## src/adci_defines.svh

```systemverilog
`ifndef ADCI_DEFINES_SVH
`define ADCI_DEFINES_SVH

// register indices; byte address is four times the index
`define ADCI_IDX_INPUT_CTRL 8'h10
`define ADCI_IDX_EVENT_CTRL 8'h14
`define ADCI_IDX_IRQ_EN_CLR 8'h16
`define ADCI_IDX_IRQ_EN_SET 8'h17
`define ADCI_IDX_IRQ_FLAG 8'h18

// input control fields
`define ADCI_POS_LSB 0
`define ADCI_POS_MSB 4
`define ADCI_NEG_LSB 8
`define ADCI_NEG_MSB 12

// event control fields
`define ADCI_EV_CONVERT_IN 0
`define ADCI_EV_FLUSH_IN 1
`define ADCI_EV_DONE_OUT 4
`define ADCI_EV_RANGE_OUT 5
`define ADCI_EV_MASK 8'h33

// interrupt source bits
`define ADCI_IRQ_CONV_DONE 0
`define ADCI_IRQ_OVERRUN 1
`define ADCI_IRQ_RANGE 2
`define ADCI_IRQ_SYNC 3
`define ADCI_IRQ_MASK 8'h0F

// reset values
`define ADCI_RST_INPUT_CTRL 13'h0000
`define ADCI_RST_EVENT_CTRL 8'h00
`define ADCI_RST_IRQ_EN 4'h0
`define ADCI_RST_IRQ_FLAG 4'h0

// multiplexer codes
`define ADCI_POS_PIN_LAST 5'h13
`define ADCI_POS_TEMP 5'h18
`define ADCI_POS_BANDGAP 5'h19
`define ADCI_POS_CORE_Q 5'h1A
`define ADCI_POS_IO_Q 5'h1B
`define ADCI_POS_CONV_OUT 5'h1C
`define ADCI_NEG_PIN_LAST 5'h07
`define ADCI_NEG_GND 5'h18
`define ADCI_NEG_IO_GND 5'h19

// bus answers
`define ADCI_RESP_OKAY 2'h0
`define ADCI_RESP_SLVERR 2'h2

`endif

```

## src/adci_pkg.sv

```systemverilog
package adci_pkg;

   typedef enum logic [2:0] {
      ADCI_POS_PIN = 3'h0,
      ADCI_POS_TEMPERATURE = 3'h1,
      ADCI_POS_BANDGAP_REF = 3'h2,
      ADCI_POS_QUARTER_CORE = 3'h3,
      ADCI_POS_QUARTER_IO = 3'h4,
      ADCI_POS_CONVERTER = 3'h5,
      ADCI_POS_RESERVED = 3'h7
   } adci_pos_src_t;

   typedef enum logic [1:0] {
      ADCI_NEG_PIN = 2'h0,
      ADCI_NEG_INT_GROUND = 2'h1,
      ADCI_NEG_IO_GROUND = 2'h2,
      ADCI_NEG_RESERVED = 2'h3
   } adci_neg_src_t;

   // gray coded along idle -> flush -> start
   typedef enum logic [1:0] {
      ADCI_SEQ_IDLE = 2'h0,
      ADCI_SEQ_FLUSH = 2'h1,
      ADCI_SEQ_START = 2'h3
   } adci_seq_t;

endpackage

```

## src/adci_sel_decode.sv

```systemverilog
`timescale 1ns/1ns
`include "adci_defines.svh"

module adci_sel_decode
   import adci_pkg::*;
(
   input wire logic [4:0] pos_code,
   input wire logic [4:0] neg_code,
   output adci_pos_src_t pos_src,
   output adci_neg_src_t neg_src,
   output logic needs_sample_time
);

   wire pos_is_pin = pos_code <= `ADCI_POS_PIN_LAST;
   wire neg_is_pin = neg_code <= `ADCI_NEG_PIN_LAST;

   // codes 0x14-0x17 and above 0x1C are reserved
   assign pos_src =
      pos_is_pin ? ADCI_POS_PIN :
      (pos_code == `ADCI_POS_TEMP) ? ADCI_POS_TEMPERATURE :
      (pos_code == `ADCI_POS_BANDGAP) ? ADCI_POS_BANDGAP_REF :
      (pos_code == `ADCI_POS_CORE_Q) ? ADCI_POS_QUARTER_CORE :
      (pos_code == `ADCI_POS_IO_Q) ? ADCI_POS_QUARTER_IO :
      (pos_code == `ADCI_POS_CONV_OUT) ? ADCI_POS_CONVERTER :
      ADCI_POS_RESERVED;

   assign neg_src =
      neg_is_pin ? ADCI_NEG_PIN :
      (neg_code == `ADCI_NEG_GND) ? ADCI_NEG_INT_GROUND :
      (neg_code == `ADCI_NEG_IO_GND) ? ADCI_NEG_IO_GROUND :
      ADCI_NEG_RESERVED;

   // sampling time must be programmed for these two sources
   assign needs_sample_time = (pos_code == `ADCI_POS_TEMP) ||
      (pos_code == `ADCI_POS_BANDGAP);

endmodule

```

## src/adci_ctrl.sv

```systemverilog
// The AXI4-Lite interface to the registers was left to the implementer.
`timescale 1ns/1ns
`include "adci_defines.svh"

module adci_ctrl
   import adci_pkg::*;
#(
   parameter int ADDR_W = 8
)
(
   input wire logic CLK_SYS,
   input wire logic RST,
   input wire logic [ADDR_W-1:0] S_AXI_AWADDR,
   input wire logic S_AXI_AWVALID,
   output logic S_AXI_AWREADY,
   input wire logic [31:0] S_AXI_WDATA,
   input wire logic [3:0] S_AXI_WSTRB,
   input wire logic S_AXI_WVALID,
   output logic S_AXI_WREADY,
   output logic [1:0] S_AXI_BRESP,
   output logic S_AXI_BVALID,
   input wire logic S_AXI_BREADY,
   input wire logic [ADDR_W-1:0] S_AXI_ARADDR,
   input wire logic S_AXI_ARVALID,
   output logic S_AXI_ARREADY,
   output logic [31:0] S_AXI_RDATA,
   output logic [1:0] S_AXI_RRESP,
   output logic S_AXI_RVALID,
   input wire logic S_AXI_RREADY,
   input wire logic EVENT_IN,
   input wire logic CONV_DONE,
   input wire logic RANGE_MATCH,
   input wire logic DOMAIN_SYNC_DONE,
   input wire logic RESULT_READ,
   output logic CONV_START,
   output logic CONV_FLUSH,
   output logic CONV_DONE_EVENT,
   output logic RANGE_MATCH_EVENT,
   output logic [4:0] POS_INPUT_SELECT,
   output logic [4:0] NEG_INPUT_SELECT,
   output adci_pos_src_t POS_SOURCE,
   output adci_neg_src_t NEG_SOURCE,
   output logic SAMPLE_TIME_NEEDED,
   output logic IRQ
);

   if (ADDR_W < 7 || ADDR_W > 32)
      $error("adci_ctrl: ADDR_W must lie in 7..32");

   localparam logic [ADDR_W-1:0] A_INPUT =
      ADDR_W'({`ADCI_IDX_INPUT_CTRL, 2'b00});
   localparam logic [ADDR_W-1:0] A_EVENT =
      ADDR_W'({`ADCI_IDX_EVENT_CTRL, 2'b00});
   localparam logic [ADDR_W-1:0] A_EN_CLR =
      ADDR_W'({`ADCI_IDX_IRQ_EN_CLR, 2'b00});
   localparam logic [ADDR_W-1:0] A_EN_SET =
      ADDR_W'({`ADCI_IDX_IRQ_EN_SET, 2'b00});
   localparam logic [ADDR_W-1:0] A_FLAG =
      ADDR_W'({`ADCI_IDX_IRQ_FLAG, 2'b00});

   // reset image of the input control word
   localparam logic [12:0] RST_INPUT = `ADCI_RST_INPUT_CTRL;

   // register state
   logic [4:0] pos_sel;
   logic [4:0] neg_sel;
   logic [7:0] event_control;
   logic [3:0] irq_enable;
   logic [3:0] irq_flag;
   logic result_unread;
   adci_seq_t seq;
   adci_seq_t next_seq;

   // bus slave state
   logic aw_full;
   logic w_full;
   logic [ADDR_W-1:0] aw_addr;
   logic [31:0] w_data;
   logic [3:0] w_strb;

   // write channel decode
   wire aw_take = S_AXI_AWVALID && S_AXI_AWREADY;
   wire w_take = S_AXI_WVALID && S_AXI_WREADY;
   wire next_aw_full = aw_full || aw_take;
   wire next_w_full = w_full || w_take;
   wire wr_do = aw_full && w_full && !S_AXI_BVALID;
   wire lane0 = w_strb[0];
   wire lane1 = w_strb[1];
   wire wr_input = wr_do && aw_addr == A_INPUT;
   wire wr_event = wr_do && aw_addr == A_EVENT && lane0;
   wire wr_en_clr = wr_do && aw_addr == A_EN_CLR && lane0;
   wire wr_en_set = wr_do && aw_addr == A_EN_SET && lane0;
   wire wr_flag = wr_do && aw_addr == A_FLAG && lane0;
   wire wr_mapped = aw_addr == A_INPUT || aw_addr == A_EVENT ||
      aw_addr == A_EN_CLR || aw_addr == A_EN_SET || aw_addr == A_FLAG;
   wire [3:0] wbits = w_data[3:0] & 4'(`ADCI_IRQ_MASK);

   // write data fields; reserved bits never reach a register
   wire [4:0] wr_pos = w_data[`ADCI_POS_MSB:`ADCI_POS_LSB];
   wire [4:0] wr_neg = w_data[`ADCI_NEG_MSB:`ADCI_NEG_LSB];
   wire [7:0] wr_events = w_data[7:0] & `ADCI_EV_MASK;

   // read channel decode
   wire ar_take = S_AXI_ARVALID && S_AXI_ARREADY;
   wire rd_input = S_AXI_ARADDR == A_INPUT;
   wire rd_event = S_AXI_ARADDR == A_EVENT;
   wire rd_en = S_AXI_ARADDR == A_EN_CLR ||
      S_AXI_ARADDR == A_EN_SET;
   wire rd_flag = S_AXI_ARADDR == A_FLAG;
   wire rd_mapped = rd_input || rd_event || rd_en || rd_flag;
   wire [31:0] rd_word =
      rd_input ? {19'h00000, neg_sel, 3'h0, pos_sel} :
      rd_event ? {24'h000000, event_control} :
      rd_en ? {28'h0000000, irq_enable} :
      rd_flag ? {28'h0000000, irq_flag} :
      32'h00000000;

   // hardware events; a set wins over a clear in the same cycle
   wire overrun_hit = CONV_DONE && result_unread && !RESULT_READ;
   wire [3:0] flag_set = {DOMAIN_SYNC_DONE, RANGE_MATCH, overrun_hit,
      CONV_DONE};
   wire [3:0] flag_clr = (wr_flag ? wbits : 4'h0) |
      {1'b0, RESULT_READ, 1'b0, RESULT_READ};
   wire [3:0] next_flag = (irq_flag & ~flag_clr) | flag_set;
   // one enable set serves both the set and the clear address
   wire [3:0] next_enable = (irq_enable & ~(wr_en_clr ? wbits : 4'h0)) |
      (wr_en_set ? wbits : 4'h0);
   wire next_unread = CONV_DONE || (result_unread && !RESULT_READ);

   wire flush_req = EVENT_IN && event_control[`ADCI_EV_FLUSH_IN];
   wire start_req = EVENT_IN && event_control[`ADCI_EV_CONVERT_IN];

   // output events fire on the edge that also sets the matching flag
   wire done_event = CONV_DONE && event_control[`ADCI_EV_DONE_OUT];
   wire range_event = RANGE_MATCH &&
      event_control[`ADCI_EV_RANGE_OUT];
   wire flush_out = next_seq == ADCI_SEQ_FLUSH;
   wire start_out = next_seq == ADCI_SEQ_START;
   // request follows the next state, so a clear withdraws it at once
   wire irq_next = |(next_flag & next_enable);

   // input event sequencing: flush pulse, then start pulse
   always_comb
   begin
      next_seq = ADCI_SEQ_IDLE;
      case (seq)
         ADCI_SEQ_IDLE:
            if (flush_req)
               next_seq = ADCI_SEQ_FLUSH;
            else if (start_req)
               next_seq = ADCI_SEQ_START;
         ADCI_SEQ_FLUSH:
            next_seq = ADCI_SEQ_START;
         ADCI_SEQ_START:
            next_seq = flush_req ? ADCI_SEQ_FLUSH : ADCI_SEQ_IDLE;
         default:
            next_seq = ADCI_SEQ_IDLE;
      endcase
   end

   adci_sel_decode u_decode (
      .pos_code(pos_sel),
      .neg_code(neg_sel),
      .pos_src(POS_SOURCE),
      .neg_src(NEG_SOURCE),
      .needs_sample_time(SAMPLE_TIME_NEEDED)
   );

   always_ff @(posedge CLK_SYS or posedge RST)
   begin
      if (RST)
      begin
         aw_full <= 1'b0;
         w_full <= 1'b0;
         S_AXI_AWREADY <= 1'b0;
         S_AXI_WREADY <= 1'b0;
         aw_addr <= '0;
         w_data <= 32'h00000000;
         w_strb <= 4'h0;
      end
      else
      begin
         aw_full <= next_aw_full && !wr_do;
         w_full <= next_w_full && !wr_do;
         S_AXI_AWREADY <= !(next_aw_full && !wr_do);
         S_AXI_WREADY <= !(next_w_full && !wr_do);
         if (aw_take)
            aw_addr <= S_AXI_AWADDR;
         if (w_take)
         begin
            w_data <= S_AXI_WDATA;
            w_strb <= S_AXI_WSTRB;
         end
      end
   end

   always_ff @(posedge CLK_SYS or posedge RST)
   begin
      if (RST)
      begin
         S_AXI_BVALID <= 1'b0;
         S_AXI_BRESP <= `ADCI_RESP_OKAY;
      end
      else if (wr_do)
      begin
         S_AXI_BVALID <= 1'b1;
         S_AXI_BRESP <= wr_mapped ? `ADCI_RESP_OKAY : `ADCI_RESP_SLVERR;
      end
      else if (S_AXI_BREADY)
         S_AXI_BVALID <= 1'b0;
   end

   always_ff @(posedge CLK_SYS or posedge RST)
   begin
      if (RST)
      begin
         S_AXI_ARREADY <= 1'b0;
         S_AXI_RVALID <= 1'b0;
         S_AXI_RDATA <= 32'h00000000;
         S_AXI_RRESP <= `ADCI_RESP_OKAY;
      end
      else if (ar_take)
      begin
         S_AXI_ARREADY <= 1'b0;
         S_AXI_RVALID <= 1'b1;
         S_AXI_RDATA <= rd_word;
         S_AXI_RRESP <= rd_mapped ? `ADCI_RESP_OKAY : `ADCI_RESP_SLVERR;
      end
      else if (S_AXI_RVALID && S_AXI_RREADY)
      begin
         S_AXI_RVALID <= 1'b0;
         S_AXI_ARREADY <= 1'b1;
      end
      else if (!S_AXI_RVALID)
         S_AXI_ARREADY <= 1'b1;
   end

   // configuration registers
   always_ff @(posedge CLK_SYS or posedge RST)
   begin
      if (RST)
      begin
         pos_sel <= RST_INPUT[`ADCI_POS_MSB:`ADCI_POS_LSB];
         neg_sel <= RST_INPUT[`ADCI_NEG_MSB:`ADCI_NEG_LSB];
         event_control <= `ADCI_RST_EVENT_CTRL;
         irq_enable <= `ADCI_RST_IRQ_EN;
      end
      else
      begin
         if (wr_input && lane0)
            pos_sel <= wr_pos;
         if (wr_input && lane1)
            neg_sel <= wr_neg;
         if (wr_event)
            event_control <= wr_events;
         irq_enable <= next_enable;
      end
   end

   // status, events and outputs
   always_ff @(posedge CLK_SYS or posedge RST)
   begin
      if (RST)
      begin
         irq_flag <= `ADCI_RST_IRQ_FLAG;
         result_unread <= 1'b0;
         seq <= ADCI_SEQ_IDLE;
         CONV_START <= 1'b0;
         CONV_FLUSH <= 1'b0;
         CONV_DONE_EVENT <= 1'b0;
         RANGE_MATCH_EVENT <= 1'b0;
         POS_INPUT_SELECT <= 5'h00;
         NEG_INPUT_SELECT <= 5'h00;
         IRQ <= 1'b0;
      end
      else
      begin
         irq_flag <= next_flag;
         result_unread <= next_unread;
         seq <= next_seq;
         CONV_FLUSH <= flush_out;
         CONV_START <= start_out;
         CONV_DONE_EVENT <= done_event;
         RANGE_MATCH_EVENT <= range_event;
         POS_INPUT_SELECT <= pos_sel;
         NEG_INPUT_SELECT <= neg_sel;
         IRQ <= irq_next;
      end
   end

endmodule

```

## config.mk

```make
export PLATFORM = sky130hd
export DESIGN_NAME = adci_ctrl
export DESIGN_NICKNAME = d
export VERILOG_FILES = /design/src/adci_pkg.sv /design/src/adci_sel_decode.sv /design/src/adci_ctrl.sv
export VERILOG_INCLUDE_DIRS = /design/src /design/src/src
export SDC_FILE = /design/constraint.sdc
export NUM_CORES = 1
export LEC_CHECK = 0
export BUFFER_PORTS_ARGS = -buffer_cell sky130_fd_sc_hd__buf_2
export CAP_MARGIN = 10
export CELL_PAD_IN_SITES_DETAIL_PLACEMENT = 2
export CELL_PAD_IN_SITES_GLOBAL_PLACEMENT = 2
export CORE_ASPECT_RATIO = 0.5
export CORE_MARGIN = 1.5
export CORE_UTILIZATION = 33
export DETAILED_ROUTE_END_ITERATION = 8
export PLACE_DENSITY = 0.95
export SLEW_MARGIN = 40
export SYNTH_ARGS = -nofsm -noshare
export SYNTH_HDL_FRONTEND = slang
export SYNTH_SLANG_ARGS = --single-unit
```

## constraint.sdc

```tcl
create_clock -name CLK_SYS -period 6.1 [get_ports CLK_SYS]
set_input_delay 1.22 -clock CLK_SYS [delete_from_list [all_inputs] [get_ports CLK_SYS]]
set_output_delay 1.22 -clock CLK_SYS [all_outputs]
set_load 0.01 [all_outputs]
```

# After elaboration in Yosys (flattened, before gate mapping)
# Cells that the tools add are included.
[word_totals]
word_cells = 135
memories = 0
reg_bits = 106
ram_bits = 0
rom_bits = 0
latch_bits = 0
[classes]
n_reduce_logical = 47
mul = 0
n_bitwise = 8
add_sub_neg = 0
n_div = 0
order_cmp = 2
n_eq_ne = 22
shifts = 0
n_mux = 29
[op_table]
columns = ["op", "count"]
rows = [
  ["$eq A8 B7 Y1 const B", 10],
  ["$eq A5 B5 Y1 const B", 7],
  ["$logic_and A1 B1 Y1", 26],
  ["$mux W4", 5],
  ["$mux W3", 5],
  ["$mux W2", 7],
  ["$mux W13", 1],
  ["$and A4 B4 Y4", 3],
  ["$logic_or A1 B1 Y1", 12],
  ["$mux W1", 9],
  ["$not A4 Y4", 2],
  ["$or A4 B4 Y4", 2],
  ["$mux W6", 1],
  ["$pmux W2 S3", 1],
  ["$le A5 B3 Y1 const B", 1],
  ["$le A5 B5 Y1 const B", 1],
  ["$logic_not A1 Y1", 5],
  ["$eq A2 B1 Y1 const B", 2],
  ["$eq A2 B2 Y1 const B", 2],
  ["$or A4 B3 Y4", 1],
  ["$reduce_bool A2 Y1", 2],
  ["$reduce_or A4 Y1", 1],
  ["$ne A3 B1 Y1 const B", 1],
  ["$logic_not A2 Y1", 1],
]

# Logic depth before layout (Yosys ltp)
[logic_depth]
ltp_word = 11
mapped_depth = 6
mapped_depth_nobuf = 5

# Hierarchy
# From an unflattened synthesis, not the netlist that was laid out.
[hier_totals]
cells_unflattened = 274
area_unflattened_um2 = 3453.3
[modules_own_cells]
columns = ["module", "cells_per_inst", "area_each_um2", "n_inst", "seq_area_each_um2"]
rows = [
  ["adci_ctrl", 261, 3358.2, 1, 2026.9],
  ["adci_sel_decode", 13, 95.1, 1, 0.0],
]

# Least setup slack after synthesis
# OpenSTA, ideal clock, no wires.
[synth_timing]
path_type = "in2reg"
startpoint = "input port S_AXI_ARADDR[7]"
endpoint = "register S_AXI_RDATA[0]"
n_path_buf = 1
t_arrival_ns = 2.684
path_slack_ns = 3.324
setup_time_ns = 0.092
stages = 6
path_cell_list = "or4b_1 > or4_1 > buf_2 > a21oi_2 > a221oi_1 > o31ai_2"
[synth_via]
elab_chain_len = 5
word_cells_on_any_way = 10
[synth_rtl]
columns = ["item", "line_no", "text"]
rows = [
  ["from (decl)", "adci_ctrl.sv:23", "input wire logic [ADDR_W-1:0] S_AXI_ARADDR,"],
  ["$eq A8 B7 Y1 (on tied branches)", "adci_ctrl.sv:109, adci_ctrl.sv:107, adci_ctrl.sv:108", ""],
  ["$mux W4 / $logic_or A1 B1 Y1 (equally long branches)", "adci_ctrl.sv:115, adci_ctrl.sv:107", ""],
  ["$mux W4", "adci_ctrl.sv:114", "rd_en ? {28'h0000000, irq_enable} :"],
  ["$mux W6", "adci_ctrl.sv:113", "rd_event ? {24'h000000, event_control} :"],
  ["$mux W13 (*)", "adci_ctrl.sv:112", "rd_input ? {19'h00000, neg_sel, 3'h0, pos_sel} :"],
  ["to (signal assigned)", "adci_ctrl.sv:226", "S_AXI_RDATA <= rd_word;"],
  ["to (decl)", "adci_ctrl.sv:26", "output logic [31:0] S_AXI_RDATA,"],
]
# Mark *: on every way between the ends. The rest lies on a longest branch, timed or not.
# A chain may end at the register's enable or synchronous reset.

# Worst setup path after layout
# Same ends and word-level chain as after synthesis.

==> metrics.log <==
INFO  metric grt_start_max_net_pins = 82
INFO  metric leakagePower = between 2 and 2.5 nW
INFO  metric worst_hold_slack = 466 ps
INFO  metric place_area = around 3900 sq um
INFO  metric syn-cell-area = roughly 3400 sq um
INFO  metric synth_warnings = 0
INFO  metric detailedRoute.firstPassIterationCount = 4
INFO  metric area_growth_syn_to_layout = 22.6%
INFO  metric placement.io_buffers = 79
INFO  metric layout.filler_cells = 1053
INFO  metric tritoncts.num_buffers = 9
INFO  metric fmax = 0.347 GHz
INFO  metric die_footprint = 11000 sq um
INFO  metric number_of_global_route_vias_before_repair = ~2800
INFO  metric gp_congestion = 0.749
INFO  metric syn_inst = 270
INFO  metric final_min_period_over_clock_period = 0.473
INFO  metric timing.slew.headroom = 0.468
INFO  metric timing.final.crit_period = 2880 ps
INFO  metric cts_tree = done
INFO  metric hold_violations = 0
INFO  metric post_route_cells_drive_above_1_share = 0.386
INFO  metric outcome = finished clean
INFO  metric final.setup.worst_slack = 3220 ps
INFO  metric row_count = 26
INFO  metric start_util = 0.337
INFO  metric final_antenna_net_count = 0
INFO  metric p_per_area = 401 nW/um^2
INFO  metric grt.overflow.total = 0
INFO  metric timing.max_cap.violations = 0
INFO  metric diodes = 0
INFO  metric timing_worst_slew_pin_value = 792 ps
INFO  metric async_flop_share = 1.00
INFO  metric grt_first_pass_wirelength = 16700 um
INFO  metric rsz0062_at_grt = no
INFO  metric yosys-top-cells-count = 81 x dfrtp_1, 39 x mux2_2, 23 x buf_4, 21 x nand2_1, 11 x a21oi_1
INFO  metric synthDominantCellAreaShare = 0.593
INFO  metric timing.critical_path.from_type = primary input
INFO  metric detail_route.wl_per_cell = 21.8 um
INFO  metric yosys_most_used_dff = dfrtp_1
INFO  metric crit_fanout = 4
INFO  metric hpwlAfterDp = 7340 um
INFO  metric worst_setup_hold_path_clk_slew = 60 ps
INFO  metric total_of_endpoints_with_negative_setup_slack_in_the_final_report = 0
INFO  metric synth.lib_cells_used.distinct = 44
INFO  metric design.portCount = 126
INFO  metric fin_skew = 8.89 ps
INFO  metric most_instantiated_library_cell_after_synthesis = dfrtp_1
INFO  metric cts.htree.levels = 3
INFO  metric setup_crit_path_kind = primary input to flop
INFO  metric dieWidth = 147 um
INFO  metric count_of_flip_flops_with_a_built_in_enable_after_synthesis = 0
INFO  metric drt_first_iter_violations = around 120
INFO  metric dr_total_vias = around 2500
INFO  metric clkLatencyLatePin = 340 ps
INFO  metric critical_path.cell_chain = buf_2 -> or4b_1 -> or3_1 -> nor3b_2 -> a221oi_1 -> o31ai_2
INFO  metric avgViaCountPerCell = 4.95
INFO  metric routed_wirelength = around 11000 um
INFO  metric worst_setup_path_startpoint = S_AXI_ARADDR[7]
INFO  metric detailedPlace.worstSlack = 2980 ps
INFO  metric design_power_total = approximately 1.7 mW
INFO  metric ys_seq_elements = 81
INFO  metric cpMaxStageDelayCell = or4b_1
INFO  metric critical_path_arrival = ~3100 ps
INFO  metric final_cell_count_no_fill = 500
INFO  metric drc = 0
INFO  metric numClockSinks = 81
INFO  metric worstReg2RegStart = aw_addr[7]
INFO  metric postCtsSetupRepairBufs = 0
INFO  metric timing.hold.worst.class = flop to flop
INFO  metric maximum_vdd_drop = between 0.15 and 0.2 mV
INFO  metric utilization = 0.413
INFO  metric antenna_found_initial = 0
INFO  metric dpl.cell_count = 485
INFO  metric globalRouteTotalUtil = 0.208
INFO  metric fp.dieH = about 75 um
INFO  metric floorplan.core_area = 10100 sq um
INFO  metric maxSlewViolCount = 0
INFO  metric cp.required = around 6300 ps
INFO  metric end_kind = flop
INFO  metric finalSetupTns = 0 ps
INFO  metric post_cts_resized = 0
INFO  metric cts_hold_buf = 0
INFO  metric clockBufferDepth = 2
INFO  metric synth.top_cells.by_area = dfrtp_1 59%, mux2_2 13%, buf_4 5.1%
INFO  metric final_nets = 420
INFO  metric hp-start = neg_sel[4]
INFO  metric synth_largest_area_cell = dfrtp_1
INFO  metric clk_root_buffer_cell = clkbuf_16
INFO  metric syn_area_per_cell = ~13 sq um
INFO  metric synth.yosys.seq_area_share = 0.593
INFO  metric critical_path.max_stage_delay = 570 ps
INFO  metric stdcell_area = 4190 sq um
[report_power, final]
| part | switching, mW | internal [mW] | leakage [nW] |
|---|---|---|---|
| Sequential | 0.133 | 0.669 | 1.04 |
| Combinational | 0.174 | 0.158 | 0.913 |
| Clock | 0.212 | 0.336 | 0.148 |
[per-layer routing]
layer	vias to the layer above	wire, um	GRT usage
met3	23	483	0.0558
li1	1085	-	-
met2	94	5530	0.379
met1	1274	4640	0.245
met4	0	268	0.0730
met5	-	0	0
[sequential cells by signal, summed over array words and instances (netlist names), 2 cells and up]
name / flops
S_AXI_RDATA: 11
w_data: 11
aw_addr: 8
NEG_INPUT_SELECT: 5
POS_INPUT_SELECT: 5
neg_sel: 5
pos_sel: 5
event_control: 4
irq_enable: 4
irq_flag: 4
seq: 2
w_strb: 2
[cell usage in the layout (no fill, tap or decap), drive strengths merged, types with 4 or more instances in the layout]
master,count
mux2,39
conb,23
nor2b,4
buf,80
o21a,4
a22o,7
o21ai,9
dfrtp,81
clkbuf,12
nand2,21
nor2,9
inv,9
a221oi,4
nor3b,4
a21oi,12
nand4,5
[worst max-delay path, delay by kind of cell]
| kind | cells | cell delay, ps |
|---|---|---|
| buffers and inverters | 1 | 100 |
| and+or+nand+nor | 3 | 1330 |
| AOI/OAI and AO/OA | 2 | 490 |
[worst paths after layout]
kind	endpoint	slack [ps]	depth (start not counted)
setup reg to reg	IRQ	3760	5
hold / removal	NEG_INPUT_SELECT[4]	470	0
hold reg to reg	NEG_INPUT_SELECT[4]	470	0
setup / recovery	S_AXI_RDATA[0]	3220	6
min in group asynchronous	aw_addr[0]	1080	3
max in group asynchronous	aw_full	4510	3
[cell type report]
type,instances,area (sq um),area share
repair buffers,80,407,0.0971
flip-flops and latches,81,2030,0.484
well taps,140,175,0.0418
multi-input cells,174,1240,0.297
clock inverters,3,40.0,0.00956
clock buffers,12,256,0.0612
inverters,10,38.8,0.00926
[logic make-up (layout without fill, tap and decap cells)]
group	Yosys count	after routing	share of synthesized area
AO/OA/AOI/OAI	45	45	0.0912
buffers and inverters	37	105	0.0663
flip-flops	81	81	0.593
multiplexers	41	41	0.134
other	1	23	0.00110
AND/OR/NAND/NOR	65	65	0.114
Note: power is estimated with default switching activity, not from simulation.
